===== config.mk =====
export PLATFORM = sky130hd
export DESIGN_NAME = low_power_wakeup_control
export DESIGN_NICKNAME = d
export VERILOG_FILES = /design/src/hdl/wake_ctrl_pkg.sv /design/src/hdl/wake_flag_cell.sv /design/src/hdl/low_power_wakeup_control.sv
export SDC_FILE = /design/constraint.sdc
export NUM_CORES = 1
export LEC_CHECK = 0
export ABC_CLOCK_PERIOD_IN_PS = 5800
export BUFFER_PORTS_ARGS = -buffer_cell sky130_fd_sc_hd__buf_2
export CAP_MARGIN = 10
export CORE_MARGIN = 2
export CORE_UTILIZATION = 45
export DETAILED_ROUTE_END_ITERATION = 12
export GPL_ROUTABILITY_DRIVEN = 0
export PLACE_DENSITY_LB_ADDON = 0.15
export SLEW_MARGIN = 40
export SYNTH_ARGS = -nofsm -noshare
export SYNTH_HDL_FRONTEND = slang
export SYNTH_SLANG_ARGS = --single-unit

===== constraint.sdc =====
create_clock -name clk_i -period 5.8 [get_ports clk_i]
set_clock_uncertainty 0.15 [all_clocks]
set_input_delay 0.87 -clock clk_i [delete_from_list [all_inputs] [get_ports clk_i]]
set_output_delay 0.87 -clock clk_i [all_outputs]
set_load 0.05 [all_outputs]

===== src/hdl/wake_ctrl_pkg.sv =====
/*
 power management unit wake-up control: register addresses, field positions, reset values and timing counts.
 assumes an 8-bit special function register port with an sfr page select, as used by the core.
 // Function
 // - write one to bit 7 enters sleep
 // - write one to bit 6 enters suspend
 // - write one to bit 5 clears flags
 // - bit 4 reads reset pin glitch flag
 // - bit 3 enables oscillator fail, reads flag
 // - bit 2 enables alarm wake, reads flag
 // - bit 1 enables port match, reads flag
 // - bit 0 enables comparator edge, reads flag
 // - any flag set blocks low-power entry
 // - flags read zero two clocks after suspend
 // - extension bit 0 cap sense, rest zero
 // - mode bit 7 drives rtc clock out
 // - mode bit 6 enables wake request out
 // - mode bit 5 disables supply monitor
 // - mode bits 4:0 read zero
 // - wake request driven low leaving sleep
 // - flags always set by their events
 // - reset with monitor off is full reset
 // - reset pin edge always wakes sleep
*/
package wake_ctrl_pkg;
	localparam logic [7:0] CFG_ADDR        = 8'hB5;
	localparam logic [7:0] MODE_ADDR       = 8'hB5;
	localparam logic [7:0] EXT_ADDR        = 8'hCE;
	localparam logic [3:0] CFG_PAGE        = 4'h0;
	localparam logic [3:0] MODE_PAGE       = 4'hF;
	localparam int         SLEEP_BIT       = 7;
	localparam int         SUSPEND_BIT     = 6;
	localparam int         CLEAR_BIT       = 5;
	localparam int         RSTWAKE_BIT     = 4;
	localparam int         RTC_OUT_BIT     = 7;
	localparam int         WAKE_OUT_BIT    = 6;
	localparam int         MON_DIS_BIT     = 5;
	localparam int         NUM_SRC         = 5;
	localparam logic [7:0] MODE_RESET      = 8'h00;
	localparam logic [4:0] ENABLE_RESET    = 5'h00;
	localparam int         CLK_MHZ         = 50;
	localparam int         SUSP_HOLD_CLK   = 2;
	localparam logic [1:0] SUSP_HOLD_CNT   = 2'(SUSP_HOLD_CLK);
	typedef enum logic [1:0] {ST_RUN, ST_SUSPEND, ST_SLEEP} pmu_state_t;
endpackage : wake_ctrl_pkg


===== src/hdl/wake_flag_cell.sv =====
/*
 one wake-up flag with its enable bit.
 assumes event pulses already in the clk_i domain.
*/
`timescale 1ns/1ps
`default_nettype none
module wake_flag_cell
	import wake_ctrl_pkg::*;
(
	input  wire logic clk_i,
	input  wire logic reset_i,
	input  wire logic ce_i,
	input  wire logic event_i,
	input  wire logic clear_i,
	input  wire logic en_we_i,
	input  wire logic en_wd_i,
	output logic      flag_o,
	output logic      enable_o
);
	logic flag_next;
	assign flag_next = event_i | (flag_o & ~clear_i);
	always_ff @(posedge clk_i)
	begin
		if (reset_i)
		begin
			flag_o   <= 1'b0;
			enable_o <= 1'b0;
		end
		else if (ce_i)
		begin
			flag_o <= flag_next;
			if (en_we_i)
				enable_o <= en_wd_i;
		end
	end
endmodule : wake_flag_cell
`default_nettype wire


===== src/hdl/low_power_wakeup_control.sv =====
/*
 wake-up control: low-power mode select, wake sources, flags, rtc clock out, wake request out, monitor disable.
 assumes the core sfr port on clk_i; wake sources arrive asynchronously and are synchronised here.
*/
`timescale 1ns/1ps
`default_nettype none
module low_power_wakeup_control
	import wake_ctrl_pkg::*;
(
	input  wire logic       clk_i,
	input  wire logic       reset_i,
	input  wire logic       ce_i,
	input  wire logic [7:0] sfr_addr_i,
	input  wire logic [3:0] sfr_page_i,
	input  wire logic       sfr_we_i,
	input  wire logic       sfr_re_i,
	input  wire logic [7:0] sfr_wdata_i,
	output logic      [7:0] sfr_rdata_o,
	input  wire logic       rtc_fail_i,
	input  wire logic       rtc_alarm_i,
	input  wire logic       port_match_i,
	input  wire logic       comparator_i,
	input  wire logic       cap_sense_i,
	input  wire logic       reset_pin_n_i,
	input  wire logic       rtc_clock_i,
	input  wire logic       por_reset_i,
	output logic            suspend_o,
	output logic            sleep_o,
	output logic            lp_osc_keep_o,
	output logic            rtc_clock_pin_o,
	output logic            rtc_clock_oe_o,
	output logic            wake_request_pin_o,
	output logic            wake_request_oe_o,
	output logic            supply_monitor_disable_o,
	output logic            full_por_request_o
);
	// src order: 0 comparator, 1 port match, 2 alarm, 3 osc fail, 4 cap sense
	logic [NUM_SRC-1:0] raw_src;
	logic [NUM_SRC-1:0] sync1_reg;
	logic [NUM_SRC-1:0] sync2_reg;
	logic [NUM_SRC-1:0] last_reg;
	logic [NUM_SRC-1:0] src_event;
	logic [NUM_SRC-1:0] flag;
	logic [NUM_SRC-1:0] enable;
	logic [NUM_SRC-1:0] en_we;
	logic [NUM_SRC-1:0] en_wd;
	logic [1:0]         rst_sync_reg;
	logic               rst_last_reg;
	logic               rst_fall;
	logic               rst_flag_reg;
	logic               rst_flag_next;
	logic [1:0]         rtc_sync_reg;
	logic [7:0]         mode_reg;
	logic [7:0]         mode_next;
	pmu_state_t         state_reg;
	pmu_state_t         state_next;
	logic [1:0]         hold_reg;
	logic [1:0]         hold_next;
	logic               wreq_reg;
	logic               cfg_sel;
	logic               mode_sel;
	logic               ext_sel;
	logic               cfg_wr;
	logic               mode_wr;
	logic               ext_wr;
	logic               clear_all;
	logic               any_flag;
	logic               wake_hit;
	logic               enter_sleep;
	logic               enter_suspend;
	logic               flags_hidden;
	logic [7:0]         cfg_read;
	logic [7:0]         ext_read;
	logic [7:0]         rdata_next;

	assign raw_src   = {cap_sense_i, rtc_fail_i, rtc_alarm_i, port_match_i, comparator_i};
	assign cfg_sel   = (sfr_addr_i == CFG_ADDR) && (sfr_page_i == CFG_PAGE);
	assign mode_sel  = (sfr_addr_i == MODE_ADDR) && (sfr_page_i == MODE_PAGE);
	assign ext_sel   = (sfr_addr_i == EXT_ADDR);
	assign cfg_wr    = sfr_we_i & cfg_sel;
	assign mode_wr   = sfr_we_i & mode_sel;
	assign ext_wr    = sfr_we_i & ext_sel;
	assign clear_all = cfg_wr & sfr_wdata_i[CLEAR_BIT];
	// rising edges for the sources, falling edge for the reset pin; the second stage alone feeds the edge logic
	assign src_event = sync2_reg & ~last_reg;
	assign rst_fall  = rst_last_reg & ~rst_sync_reg[1];
	assign en_we     = {ext_wr, {(NUM_SRC-1){cfg_wr}}};
	assign en_wd     = {sfr_wdata_i[0], sfr_wdata_i[3:0]};

	genvar gi;
	generate
		for (gi = 0; gi < NUM_SRC; gi++)
		begin : g_src
			wake_flag_cell u_cell (
				.clk_i    (clk_i),
				.reset_i  (reset_i),
				.ce_i     (ce_i),
				.event_i  (src_event[gi]),
				.clear_i  (clear_all),
				.en_we_i  (en_we[gi]),
				.en_wd_i  (en_wd[gi]),
				.flag_o   (flag[gi]),
				.enable_o (enable[gi])
			);
		end
	endgenerate

	assign rst_flag_next = rst_fall | (rst_flag_reg & ~clear_all);
	assign any_flag      = (|flag) | rst_flag_reg;
	assign wake_hit      = (|(flag & enable)) | rst_flag_reg;
	assign enter_sleep   = cfg_wr & sfr_wdata_i[SLEEP_BIT] & ~any_flag;
	assign enter_suspend = cfg_wr & sfr_wdata_i[SUSPEND_BIT] & ~any_flag & ~sfr_wdata_i[SLEEP_BIT];

	always_comb
	begin
		state_next = state_reg;
		hold_next  = (hold_reg != 2'h0) ? hold_reg - 2'h1 : 2'h0;
		case (state_reg)
			ST_RUN:
			begin
				if (enter_sleep)
					state_next = ST_SLEEP;
				else if (enter_suspend)
					state_next = ST_SUSPEND;
			end
			ST_SUSPEND:
			begin
				if (wake_hit)
				begin
					state_next = ST_RUN;
					hold_next  = SUSP_HOLD_CNT;
				end
			end
			ST_SLEEP:
			begin
				if (wake_hit)
					state_next = ST_RUN;
			end
			default: state_next = ST_RUN;
		endcase
	end

	assign flags_hidden = (hold_reg != 2'h0);
	assign cfg_read  = flags_hidden ? 8'h00 : {3'h0, rst_flag_reg, flag[3:0]};
	assign ext_read  = flags_hidden ? 8'h00 : {7'h00, flag[4]};
	assign mode_next = mode_wr ? {sfr_wdata_i[7:5], 5'h00} : mode_reg;
	assign rdata_next = !sfr_re_i ? sfr_rdata_o :
		mode_sel ? mode_reg :
		cfg_sel ? cfg_read :
		ext_sel ? ext_read : 8'h00;

	always_ff @(posedge clk_i)
	begin
		if (reset_i)
		begin
			sync1_reg    <= 5'h00;
			sync2_reg    <= 5'h00;
			last_reg     <= 5'h00;
			rst_sync_reg <= 2'h3;
			rst_last_reg <= 1'b1;
			rtc_sync_reg <= 2'h0;
		end
		else if (ce_i)
		begin
			sync1_reg    <= raw_src;
			sync2_reg    <= sync1_reg;
			last_reg     <= sync2_reg;
			rst_sync_reg <= {rst_sync_reg[0], reset_pin_n_i};
			rst_last_reg <= rst_sync_reg[1];
			rtc_sync_reg <= {rtc_sync_reg[0], rtc_clock_i};
		end
	end

	always_ff @(posedge clk_i)
	begin
		if (reset_i)
		begin
			mode_reg     <= MODE_RESET;
			state_reg    <= ST_RUN;
			hold_reg     <= 2'h0;
			rst_flag_reg <= 1'b0;
			wreq_reg     <= 1'b1;
			sfr_rdata_o  <= 8'h00;
		end
		else if (ce_i)
		begin
			mode_reg     <= mode_next;
			state_reg    <= state_next;
			hold_reg     <= hold_next;
			rst_flag_reg <= rst_flag_next;
			sfr_rdata_o  <= rdata_next;
			if (state_reg == ST_SLEEP && state_next == ST_RUN)
				wreq_reg <= 1'b0;
			else if (state_next == ST_SLEEP)
				wreq_reg <= 1'b1;
		end
	end

	assign suspend_o     = (state_reg == ST_SUSPEND);
	assign sleep_o       = (state_reg == ST_SLEEP);
	assign lp_osc_keep_o = any_flag;
	assign rtc_clock_pin_o    = rtc_sync_reg[1] & mode_reg[RTC_OUT_BIT];
	assign rtc_clock_oe_o     = mode_reg[RTC_OUT_BIT];
	assign wake_request_pin_o = wreq_reg;
	assign wake_request_oe_o  = mode_reg[WAKE_OUT_BIT];
	assign supply_monitor_disable_o = mode_reg[MON_DIS_BIT];
	// with monitor disabled, a por or reset pin fall escalates to full reset; reset_i or a mode write with bit 5 low clears the disable
	assign full_por_request_o = mode_reg[MON_DIS_BIT] & (por_reset_i | rst_fall);

	// checks sit inside so they see the flags and state, not only the pins
	chk_sleep_entry: assert property (@(posedge clk_i) disable iff (reset_i)
		ce_i && enter_sleep |=> sleep_o)
		else $error("sleep not entered");
	chk_suspend_entry: assert property (@(posedge clk_i) disable iff (reset_i)
		ce_i && enter_suspend |=> suspend_o)
		else $error("suspend not entered");
	chk_clear_flags: assert property (@(posedge clk_i) disable iff (reset_i)
		ce_i && clear_all && !rst_fall |=> !rst_flag_reg)
		else $error("flag not cleared");
	chk_clear_cells: assert property (@(posedge clk_i) disable iff (reset_i)
		ce_i && clear_all && src_event == 5'h00 |=> flag == 5'h00)
		else $error("wake flags not cleared");
	chk_pin_flag: assert property (@(posedge clk_i) disable iff (reset_i)
		ce_i && rst_fall |=> rst_flag_reg)
		else $error("reset pin flag not set");
	chk_reset_values: assert property (@(posedge clk_i)
		reset_i |=> state_reg == ST_RUN && mode_reg == MODE_RESET && enable == ENABLE_RESET)
		else $error("reset values wrong");
	chk_block_entry: assert property (@(posedge clk_i) disable iff (reset_i)
		state_reg == ST_RUN && any_flag |=> state_reg == ST_RUN)
		else $error("entered with flag");
	chk_refuse_entry: assert property (@(posedge clk_i) disable iff (reset_i)
		ce_i && state_reg == ST_RUN && cfg_wr && any_flag |=> !sleep_o && !suspend_o)
		else $error("low power write taken with flag");
	chk_hide_flags: assert property (@(posedge clk_i) disable iff (reset_i)
		ce_i && suspend_o && wake_hit |=> (cfg_read == 8'h00) ##1 (!ce_i || ext_read == 8'h00))
		else $error("flags visible");
	chk_hide_count: assert property (@(posedge clk_i) disable iff (reset_i)
		ce_i && suspend_o && wake_hit |=> hold_reg == SUSP_HOLD_CNT)
		else $error("hide count not loaded");
	chk_ext_upper: assert property (@(posedge clk_i) disable iff (reset_i)
		ext_read[7:1] == 7'h00)
		else $error("extension upper bits");
	chk_rtc_enable: assert property (@(posedge clk_i) disable iff (reset_i)
		ce_i && mode_wr |=> rtc_clock_oe_o == $past(sfr_wdata_i[RTC_OUT_BIT]))
		else $error("rtc out enable not written");
	chk_wake_enable: assert property (@(posedge clk_i) disable iff (reset_i)
		ce_i && mode_wr |=> wake_request_oe_o == $past(sfr_wdata_i[WAKE_OUT_BIT]))
		else $error("wake out enable not written");
	chk_monitor_off: assert property (@(posedge clk_i) disable iff (reset_i)
		ce_i && mode_wr |=> supply_monitor_disable_o == $past(sfr_wdata_i[MON_DIS_BIT]))
		else $error("monitor disable not written");
	chk_mode_unused: assert property (@(posedge clk_i) disable iff (reset_i)
		mode_reg[4:0] == 5'h00)
		else $error("unused mode bits set");
	chk_mode_read: assert property (@(posedge clk_i) disable iff (reset_i)
		ce_i && sfr_re_i && mode_sel |=> sfr_rdata_o[4:0] == 5'h00)
		else $error("unused mode bits read");
	chk_wake_req: assert property (@(posedge clk_i) disable iff (reset_i)
		ce_i && sleep_o && wake_hit |=> !wake_request_pin_o && !sleep_o)
		else $error("no wake request");
	chk_wreq_entry: assert property (@(posedge clk_i) disable iff (reset_i)
		ce_i && enter_sleep |=> wake_request_pin_o)
		else $error("wake request not raised");
	chk_flag_set: assert property (@(posedge clk_i) disable iff (reset_i)
		ce_i && src_event != 5'h00 |=> (flag & $past(src_event)) == $past(src_event))
		else $error("event did not set flag");
	chk_full_por: assert property (@(posedge clk_i) disable iff (reset_i)
		supply_monitor_disable_o && por_reset_i |-> full_por_request_o)
		else $error("no full reset request");
	chk_monitor_reset: assert property (@(posedge clk_i)
		reset_i |=> !supply_monitor_disable_o)
		else $error("monitor not re-enabled");
	chk_pin_wake: assert property (@(posedge clk_i) disable iff (reset_i)
		ce_i && sleep_o && rst_flag_reg |=> !sleep_o)
		else $error("reset pin did not wake");
	chk_wake_exit: assert property (@(posedge clk_i) disable iff (reset_i)
		ce_i && (suspend_o || sleep_o) && wake_hit |=> !suspend_o && !sleep_o)
		else $error("no wake");
	// a low enable must freeze read data too, or a stalled core loses it
	chk_ce_freeze: assert property (@(posedge clk_i) disable iff (reset_i)
		!ce_i |=> $stable(state_reg) && $stable(mode_reg) && $stable(flag) && $stable(sfr_rdata_o))
		else $error("state moved with enable low");

	cov_sleep: cover property (@(posedge clk_i) sleep_o ##[1:50] !sleep_o);
	cov_suspend: cover property (@(posedge clk_i) suspend_o ##[1:50] !suspend_o);
	cov_blocked: cover property (@(posedge clk_i) any_flag && cfg_wr && sfr_wdata_i[SLEEP_BIT]);
	cov_pin_wake: cover property (@(posedge clk_i) sleep_o && rst_flag_reg);
	cov_hidden_read: cover property (@(posedge clk_i) ce_i && flags_hidden && sfr_re_i && cfg_sel);
endmodule : low_power_wakeup_control
`default_nettype wire


==> results.md, run 1 <==
- Run status: completed
- Initial DRC Count: 127
- Worst-path clk slew: 90 ps
- FP Rows: 24
- Global route total overflow: 0
- Num CTS Buffers: 5
- Port Buffer Count: 48
- Arrival time worst endpoint: 2770 ps
- Clock period minus worst slack: 2750 ps
- Largest net degree at the start of global routing: 48
- Tot Pwr: 583 uW
- Pins Over Slew Limit: 0
- CTS Root Cell: clkbuf_8
- Post-DP HPWL: 3050 um
- DIE WIDTH: 71.5 um
- Die H: 71.5 um
- Vias in the first global route: 1,575
- Detail Route Antenna Nets: 0
- Mapped Cells: 224
- Syn. warnings: 0
- Area contributors post-synth: dfxtp_1 (46%), mux2i_1 (11%), nor2_1 (7.7%)
- Share of post-route cells with drive strength above 1: 0.230
- Top-count cell post-synth: dfxtp_1
- Met1 WL: 2030 um
- VDD IR max: 0.178 mV
- EDFF count, synth: 0
- Reg with most FFs: sfr_rdata_o
- Number of hold buffers added after cts: 0
- Vias/cell: 5.34
- Slew headroom: 0.490
- Worst Path Required: 5830 ps
- DRT Wirelength: 4260 um
- # DRC: 0
- Diodes inserted: 0
- Max Cap Viol: 0
- Primary FF master, synth: dfxtp_1
- Boundary pin count: 50
- CTS Buffer Depth: 2
- CP Launch Type: input pin
- Final hold vios: 0
- Initial antenna violation count: 0
- Pwr/cell area: 242 mW/mm^2
- GRT Overall Usage: 0.183
- RSZ-0062 raised after global routing: false
- Largest register FFs: 8
- Worst Path Max Fanout: 44
- Setup violations, final: 0
- Crit path kind: input pin to flip-flop
- Fmax: 0.364 GHz
- Global-route wire length before repair: 7310 um
- Yosys top cell by area: dfxtp_1
- H-tree levels: 2
- Sequential power share: 0.573
- CTS tree: done
- #FFs+latches synth: 47
- DRT Pass-1 Iters: 4
- Setup TNS: 0 ps
- Clk sinks: 47
- Area after DPL: 0.00231 mm^2
- Seq/Total Area, Yosys: 0.459
- Netlist Area Pre-Place: 0.00205 mm^2
- Hold Path Class: flip-flop to flip-flop
- Net Count, Synth: 261
- Clock network latency to the later pin of the worst-skew pair: 300 ps
- Cell variety after synth: 39
- Post-route cell area: 0.00241 mm^2
- Ys async rst share: 0
- Core area: 0.00438 mm^2
- P_sw: 147 uW
- Clock group share of total power: 0.343
- Post-synth top cells: dfxtp_1 (47), nor2_1 (42), mux2i_1 (23), nand2_1 (13), a21oi_1 (11)
- Avg WL per Cell: 13.3 um
- Worst-margin pin slew: 759 ps
- DIE AREA: 0.00512 mm^2
- Pint: 436 uW
- Post-synth top area share: 0.459
- Met2 WL: 1990 um
- Net count, final: 305
- Resized Gates After CTS: 0
- Max Used Layer: met4
- Initial Utilization: 0.468
- P&R area growth vs syn: 17.5%
- Logic pwr share: 0.084
- Post-layout util: 0.550
- Net Sw Frac: 0.252
- Fill cells: 421
- Postcts setup bufs: 0
- Final period util: 0.474
- Leakage: 0.000982 uW
- Vias after detailed routing: 1,715
- CP endpoint kind: flip-flop
- WL met3: 206 um
- Worst Hold Slack: 300 ps
- Avg Inst Size Synth: 9.16 um^2
routing by layer:
layer	vias up	global-route usage
met4	0	0.0608
met5	-	0
met3	4	0.0549
li1	884	-
met1	789	0.242
met2	38	0.285
worst max-delay path: stages:
cell     delay (ps)
buf_4           400
nand2_1         210
nor4_2          680
nand2_1         310
a32oi_1         230
nor2_1           50
power by group through the flow:
stage | Combinational [uW] | Clock [uW] | Sequential (uW)
floorplan | 31.4 | 0 | 340
global placement | 48.4 | 0 | 341
detailed placement | 49.0 | 0 | 342
CTS | 49.1 | 208 | 334
global route | 54.6 | 223 | 335
finish | 48.8 | 200 | 334
area by class of cell:
class / instances / area (um^2) / area share
inverter: 10 / 37.5 / 0.0156
clock inverter: 3 / 22.5 / 0.00934
sequential: 47 / 941 / 0.390
multi-input combinational: 156 / 1030 / 0.428
tap: 52 / 65.1 / 0.0270
clock buffer: 5 / 68.8 / 0.0285
timing repair buffer: 48 / 245 / 0.102
cell usage in the layout, fill, tap and decap left out, types with 8 or more instances in the layout:
master    n
a21oi_1  11
dfxtp_1  47
nor2_1   42
inv_1    10
buf_2    46
a22oi_1   8
mux2i_1  23
nand2_1  13
worst paths after layout:
check / from / slack (ps) / to / cells past startpoint
max: ce_i / 3050 / g_src[3].u_cell.flag_o / 6
min: sfr_rdata_o[5] / 300 / sfr_rdata_o[5] / 2
max reg2reg: g_src[4].u_cell.flag_o / 3940 / wake_request_pin_o / 5
min reg2reg: sfr_rdata_o[5] / 300 / sfr_rdata_o[5] / 2
through the flow:
stage	std cells	setup WS [ps]
2_1_floorplan	224	3020
3_3_place_gp	313	2450
3_5_place_dp	313	2410
4_1_cts	321	2720
5_1_grt	321	2830
6_report	321	3050
cell families (layout without fill, tap and decap cells):
| family | after synthesis | after routing | synth area share |
|---|---|---|---|
| multiplexers | 23 | 23 | 0.112 |
| adder cells (fa/ha/maj) | 4 | 4 | 0.0244 |
| AND/OR/NAND/NOR | 88 | 88 | 0.215 |
| AO/OA/AOI/OAI | 41 | 41 | 0.148 |
| buffers and inverters | 21 | 66 | 0.0421 |
| flip-flops | 47 | 47 | 0.459 |
(Power assumes the default switching activity.)
==> run 2, diff against run 1 <==
--- a/config.mk
+++ b/config.mk
@@ -5,7 +5,8 @@
 export SDC_FILE = /design/constraint.sdc
 export NUM_CORES = 1
 export LEC_CHECK = 0
-export ABC_CLOCK_PERIOD_IN_PS = 5800
+export ABC_AREA = 1
+export ABC_CLOCK_PERIOD_IN_PS = 2350
 export BUFFER_PORTS_ARGS = -buffer_cell sky130_fd_sc_hd__buf_2
 export CAP_MARGIN = 10
 export CORE_MARGIN = 2
==> constraint.sdc (replaced) <==
create_clock -name clk_i -period 2.35 [get_ports clk_i]
set_clock_uncertainty 0.15 [all_clocks]
set_input_delay 0.3525 -clock clk_i [delete_from_list [all_inputs] [get_ports clk_i]]
set_output_delay 0.3525 -clock clk_i [all_outputs]
set_load 0.05 [all_outputs]
==> results.md, run 2 <==
- VDD IR max: 0.443 mV
- Worst Path Required: 1850 ps
- Final hold vios: 0
- Pwr/cell area: 623 mW/mm^2
- Worst Setup EP: suspend_o
- Critical path origin: state_reg[1]
- Initial antenna violation count: 0
- # DRC: 0
- Clk sinks: 47
- Arrival time worst endpoint: 1260 ps
- Most common cell after layout, fill and taps aside: nand2_1
- GRT Overall Usage: 0.187
- Die H: 72.4 um
- Reg with most FFs: sfr_rdata_o
- Worst Path Max Fanout: 6
- Area contributors post-synth: dfxtp_1 (45%), nand2_1 (11%), nor2_1 (9.3%)
- Netlist Area Pre-Place: 0.00211 mm^2
- Final period util: 0.751
- Largest register FFs: 8
- Post-synth top area share: 0.447
- H-tree levels: 2
- Ys async rst share: 0
- RSZ-0062 raised after global routing: false
- Avg WL per Cell: 10.9 um
- Global route total overflow: 0
- Setup violations, final: 0
- CP endpoint kind: primary output
- Net Count, Synth: 335
- Pins Over Slew Limit: 0
- Cell variety after synth: 23
- Crit path kind: flip-flop to primary output
- Worst Hold Slack: 116 ps
- Top-count cell post-synth: nand2_1
- Syn. warnings: 0
- CTS tree: done
- DRT Wirelength: 4340 um
- Vias after detailed routing: 1,951
- CTS Buffer Depth: 2
- P&R area growth vs syn: 18.5%
- Worst-path clk slew: 90 ps
- Seq/Total Area, Yosys: 0.447
- Vias in the first global route: 1,854
- CTS Root Cell: clkbuf_8
- Num CTS Buffers: 5
- Reg2reg setup slack: 680 ps
- Post-DP HPWL: 3190 um
- Avg Inst Size Synth: 7.07 um^2
- Slew headroom: 0.734
- Post-synth top cells: nand2_1 (64), nor2_1 (52), dfxtp_1 (47), a21oi_1 (30)
- Share of post-route cells with drive strength above 1: 0.216
- Worst-margin pin slew: 400 ps
- Net count, final: 383
- Mapped Cells: 298
- DRT Pass-1 Iters: 4
- Clock period minus worst slack: 1760 ps
- #FFs+latches synth: 47
- Number of hold buffers added after cts: 0
- Core area: 0.00444 mm^2
- Hold path depth: 3
- Postcts setup bufs: 0
- Leakage: 0.00118 uW
- Resized Gates After CTS: 0
- FP Rows: 24
- Initial DRC Count: 68
- Diodes inserted: 0
- Global-route wire length before repair: 7830 um
- Crit-path slowest cell: dfxtp_1
- R2R depth: 10
- Initial Utilization: 0.474
- Clock network latency to the later pin of the worst-skew pair: 300 ps
- Reg2Reg Launch Point: state_reg[1]
- Port Buffer Count: 48
- Boundary pin count: 50
- Post-route cell area: 0.00250 mm^2
- DIE AREA: 0.00525 mm^2
- Detail Route Antenna Nets: 0
- Area after DPL: 0.00239 mm^2
- Primary FF master, synth: dfxtp_1
- Crit-path max cell delay: 440 ps
- Critical Path, Cell by Cell: inv_1 > ha_1 > buf_2
- CP Launch Type: flip-flop
- Largest net degree at the start of global routing: 23
- Max Cap Viol: 0
- Post-layout util: 0.562
- EDFF count, synth: 0
- Min-delay src: reset_pin_n_i
- Yosys top cell by area: dfxtp_1
- Setup TNS: 0 ps
- Fmax: 0.567 GHz
- Most frequent cells in the layout: nand2_1 (64), nor2_1 (52), buf_2 (48)
- Hold Path Class: input pin to flip-flop
- Vias/cell: 4.89
- Reg2reg end: wake_request_pin_o
- Run status: completed
- DIE WIDTH: 72.4 um
[run 2: metal layers]
metal | track usage | vias up | share of wire | wire length (um)
met4 | 0.0597 | 0 | 0.014 | 59
li1 | - | 1054 | - | -
met2 | 0.328 | 46 | 0.44 | 1910
met1 | 0.224 | 845 | 0.50 | 2150
met5 | 0 | - | 0 | 0
met3 | 0.0472 | 6 | 0.051 | 221
[run 2: worst max-delay path, delay by kind of cell (launching register included)]
kind | cells | cell delay [ps]
fa+ha+maj | 1 | 210
buf+inv | 2 | 310
flops | 1 | 440
[run 2: power by group]
part	total (uW)	leakage [uW]	switching [uW]	internal (uW)
Sequential	843	0.000384	17.1	826
Clock	534	0.0000505	267	268
Combinational	178	0.000742	116	61.9
[run 2: worst min path at each step]
stage	endpoint	slack, ps
finish	rst_sync_reg[0]	120
global route	sync1_reg[0]	130
CTS	rst_sync_reg[0]	120
detailed placement	rst_sync_reg[0]	290
global placement	g_src[4].u_cell.enable_o	290
floorplan	g_src[4].u_cell.enable_o	270
[run 2: per-stage QoR]
step | total power, uW | std cells | worst slack (ps)
floorplan | 981 | 298 | 432
global placement | 1040 | 391 | 528
detailed placement | 1040 | 391 | 504
CTS | 1570 | 399 | 573
global route | 1630 | 399 | 452
finish | 1560 | 399 | 586
[run 2: cell type report]
| type | instances | area (um^2) |
|---|---|---|
| Fill cell | 451 | 1950 |
| Multi-Input combinational cell | 212 | 1020 |
| Sequential cell | 47 | 941 |
| Timing Repair Buffer | 51 | 263 |
| Inverter | 29 | 109 |
| Clock buffer | 7 | 96.3 |
| Tap cell | 52 | 65.1 |
| Clock inverter | 1 | 7.51 |
[run 2: cell families (layout without fill, tap and decap cells)]
group | count (synthesis) | after routing | synth area share
AO/OA/AOI/OAI | 58 | 58 | 0.140
AND/OR/NAND/NOR | 150 | 150 | 0.318
buffers and inverters | 39 | 88 | 0.0713
adder cells (fa/ha/maj) | 4 | 4 | 0.0238
flip-flops | 47 | 47 | 0.447
==> run 3, diff against run 2 <==
--- a/config.mk
+++ b/config.mk
@@ -5,8 +5,8 @@
 export SDC_FILE = /design/constraint.sdc
 export NUM_CORES = 1
 export LEC_CHECK = 0
-export ABC_AREA = 1
-export ABC_CLOCK_PERIOD_IN_PS = 2350
+export ABC_AREA = 0
+export ABC_CLOCK_PERIOD_IN_PS = 1600
 export BUFFER_PORTS_ARGS = -buffer_cell sky130_fd_sc_hd__buf_2
 export CAP_MARGIN = 10
 export CORE_MARGIN = 2
==> constraint.sdc (replaced) <==
create_clock -name clk_i -period 1.6 [get_ports clk_i]
set_clock_uncertainty 0.15 [all_clocks]
set_input_delay 0.24 -clock clk_i [delete_from_list [all_inputs] [get_ports clk_i]]
set_output_delay 0.24 -clock clk_i [all_outputs]
set_load 0.05 [all_outputs]
==> results.md, run 3 (synthesized netlist as in run 1, its figures left out) <==
- Min-delay src: sfr_wdata_i[2]
- Worst-path clk slew: 90 ps
- FP Rows: 24
- Share of post-route cells with drive strength above 1: 0.388
- R2R depth: 5
- Vias after detailed routing: 1,887
- CTS tree: done
- DIE AREA: 0.00512 mm^2
- Worst Hold Slack: 30.7 ps
- Vias/cell: 5.30
- Layout Cells excl Fill: 356
- Setup ws final: -360 ps
- Initial Utilization: 0.468
- Detail Route Antenna Nets: 0
- Worst Path Max Fanout: 4
- # DRC: 0
- Crit-path max cell delay: 520 ps
- Final period util: 1.23
- CTS Buffer Depth: 2
- Largest register FFs: 8
- Final hold vios: 0
- Most frequent cells in the layout: buf_2 (43), nor2_1 (42), dfxtp_1 (42)
- Post-route cell area: 0.00285 mm^2
- Crit-path slowest cell: or4_4
- Slew headroom: 0.732
- P&R area growth vs syn: 38.7%
- Clock network latency to the later pin of the worst-skew pair: 290 ps
- Reg2reg end: wake_request_pin_o
- Pins Over Slew Limit: 0
- Leakage: 0.00120 uW
- Global-route wire length before repair: 8050 um
- Setup violations, final: 19
- Post-DP HPWL: 3380 um
- Fmax: 0.510 GHz
- Diodes inserted: 0
- Reg2Reg Launch Point: g_src[4].u_cell.flag_o
- Reg with most FFs: sfr_rdata_o
- Net count, final: 340
- CP endpoint kind: flip-flop
- H-tree levels: 2
- Critical Path, Cell by Cell: buf_6 > or4_4 > or3_4 > o31a_1 > o221a_1 > o311ai_2
- Hold Path End: g_src[2].u_cell.enable_o
- Largest net degree at the start of global routing: 48
- RSZ-0062 raised after global routing: true
- Core area: 0.00438 mm^2
- Arrival time worst endpoint: 2010 ps
- Boundary pin count: 50
- Port Buffer Count: 48
- Avg WL per Cell: 13.3 um
- Worst Path Required: 1650 ps
- Num CTS Buffers: 5
- Worst path bufs/invs: 1
- GRT Overall Usage: 0.196
- Area after DPL: 0.00255 mm^2
- DRT Pass-1 Iters: 4
- Die H: 71.5 um
- DP Cell Count: 343
- VDD IR max: 0.561 mV
- DIE WIDTH: 71.5 um
- Failing checks: negative setup slack
- Clk sinks: 47
- Global route total overflow: 0
- Pwr/cell area: 752 mW/mm^2
- Run status: finished, violations left
- CTS Root Cell: clkbuf_8
- Worst-margin pin slew: 399 ps
- Initial DRC Count: 81
- Max Cap Viol: 0
- Hold path depth: 3
- Top delay family on crit path: simple AND/OR/NAND/NOR gates
- CP Launch Type: input pin
- Most common cell after layout, fill and taps aside: buf_2
- Setup WS pre-CTS: -665 ps
- Initial antenna violation count: 0
- DRT Wirelength: 4750 um
- Crit path kind: input pin to flip-flop
- Hold Path Class: input pin to flip-flop
- Reg2reg setup slack: -210 ps
- Vias in the first global route: 1,780
- Clock period minus worst slack: 1960 ps
## run 3: worst reg2reg max path, stage by stage (launching register included)
cell and delay (ps):
dfxtp_2 340, nor4_4 290, nand2_2 150, o31a_1 350
o221a_1 230, o311ai_2 220
## run 3: final cells by class
class	count	area [um^2]
Tap cell	52	65.1
Multi-Input combinational cell	156	1150
Sequential cell	47	947
Inverter	10	37.5
Clock inverter	1	5.00
Clock buffer	7	76.3
Fill cell	373	1540
Timing Repair Buffer	83	564
## run 3: metal layers
layer	GRT usage	up-vias	routed length (um)
met5	0	-	0
met4	0.0650	0	61
met3	0.0408	7	240
met2	0.312	50	2190
met1	0.267	877	2250
li1	-	953	-
## run 3: stage by stage
| stage | setup TNS, ps | total power (uW) | utilization |
|---|---|---|---|
| 4_1_cts | -2750 | 2150 | 0.629 |
| 6_report | -3990 | 2140 | 0.649 |
| 5_1_grt | -5050 | 2230 | 0.649 |
| 3_3_place_gp | -9140 | 1450 | 0.582 |
| 2_1_floorplan | -5390 | 1350 | - |
| 3_5_place_dp | -9290 | 1460 | 0.582 |
## run 3: worst max-delay path by stage
| stage | start | to | slack [ps] | cells past startpoint |
|---|---|---|---|---|
| after floorplan | sfr_page_i[0] | wake_request_pin_o | -550 | 6 |
| after global placement | sfr_page_i[0] | wake_request_pin_o | -640 | 6 |
| after global routing | sfr_page_i[0] | wake_request_pin_o | -360 | 6 |
| after detailed placement | sfr_page_i[0] | wake_request_pin_o | -660 | 6 |
| after CTS | sfr_page_i[0] | sfr_rdata_o[2] | -270 | 8 |
| final | sfr_page_i[0] | wake_request_pin_o | -360 | 6 |
## run 3: where the power goes
group | internal (uW) | switching (uW)
Sequential | 1190 | 16.3
Combinational | 124 | 128
Clock | 307 | 369
## run 3: repair_timing
| action | in CTS | in global routing |
|---|---|---|
| endpoints found under the hold margin | 1 | 0 |
| pin swaps | 12 | 17 |
| buffers inserted | 2 | 2 |
| setup endpoints to repair | 22 | 21 |
| hold buffers | 1 | 0 |
| resized for setup | 23 | 18 |
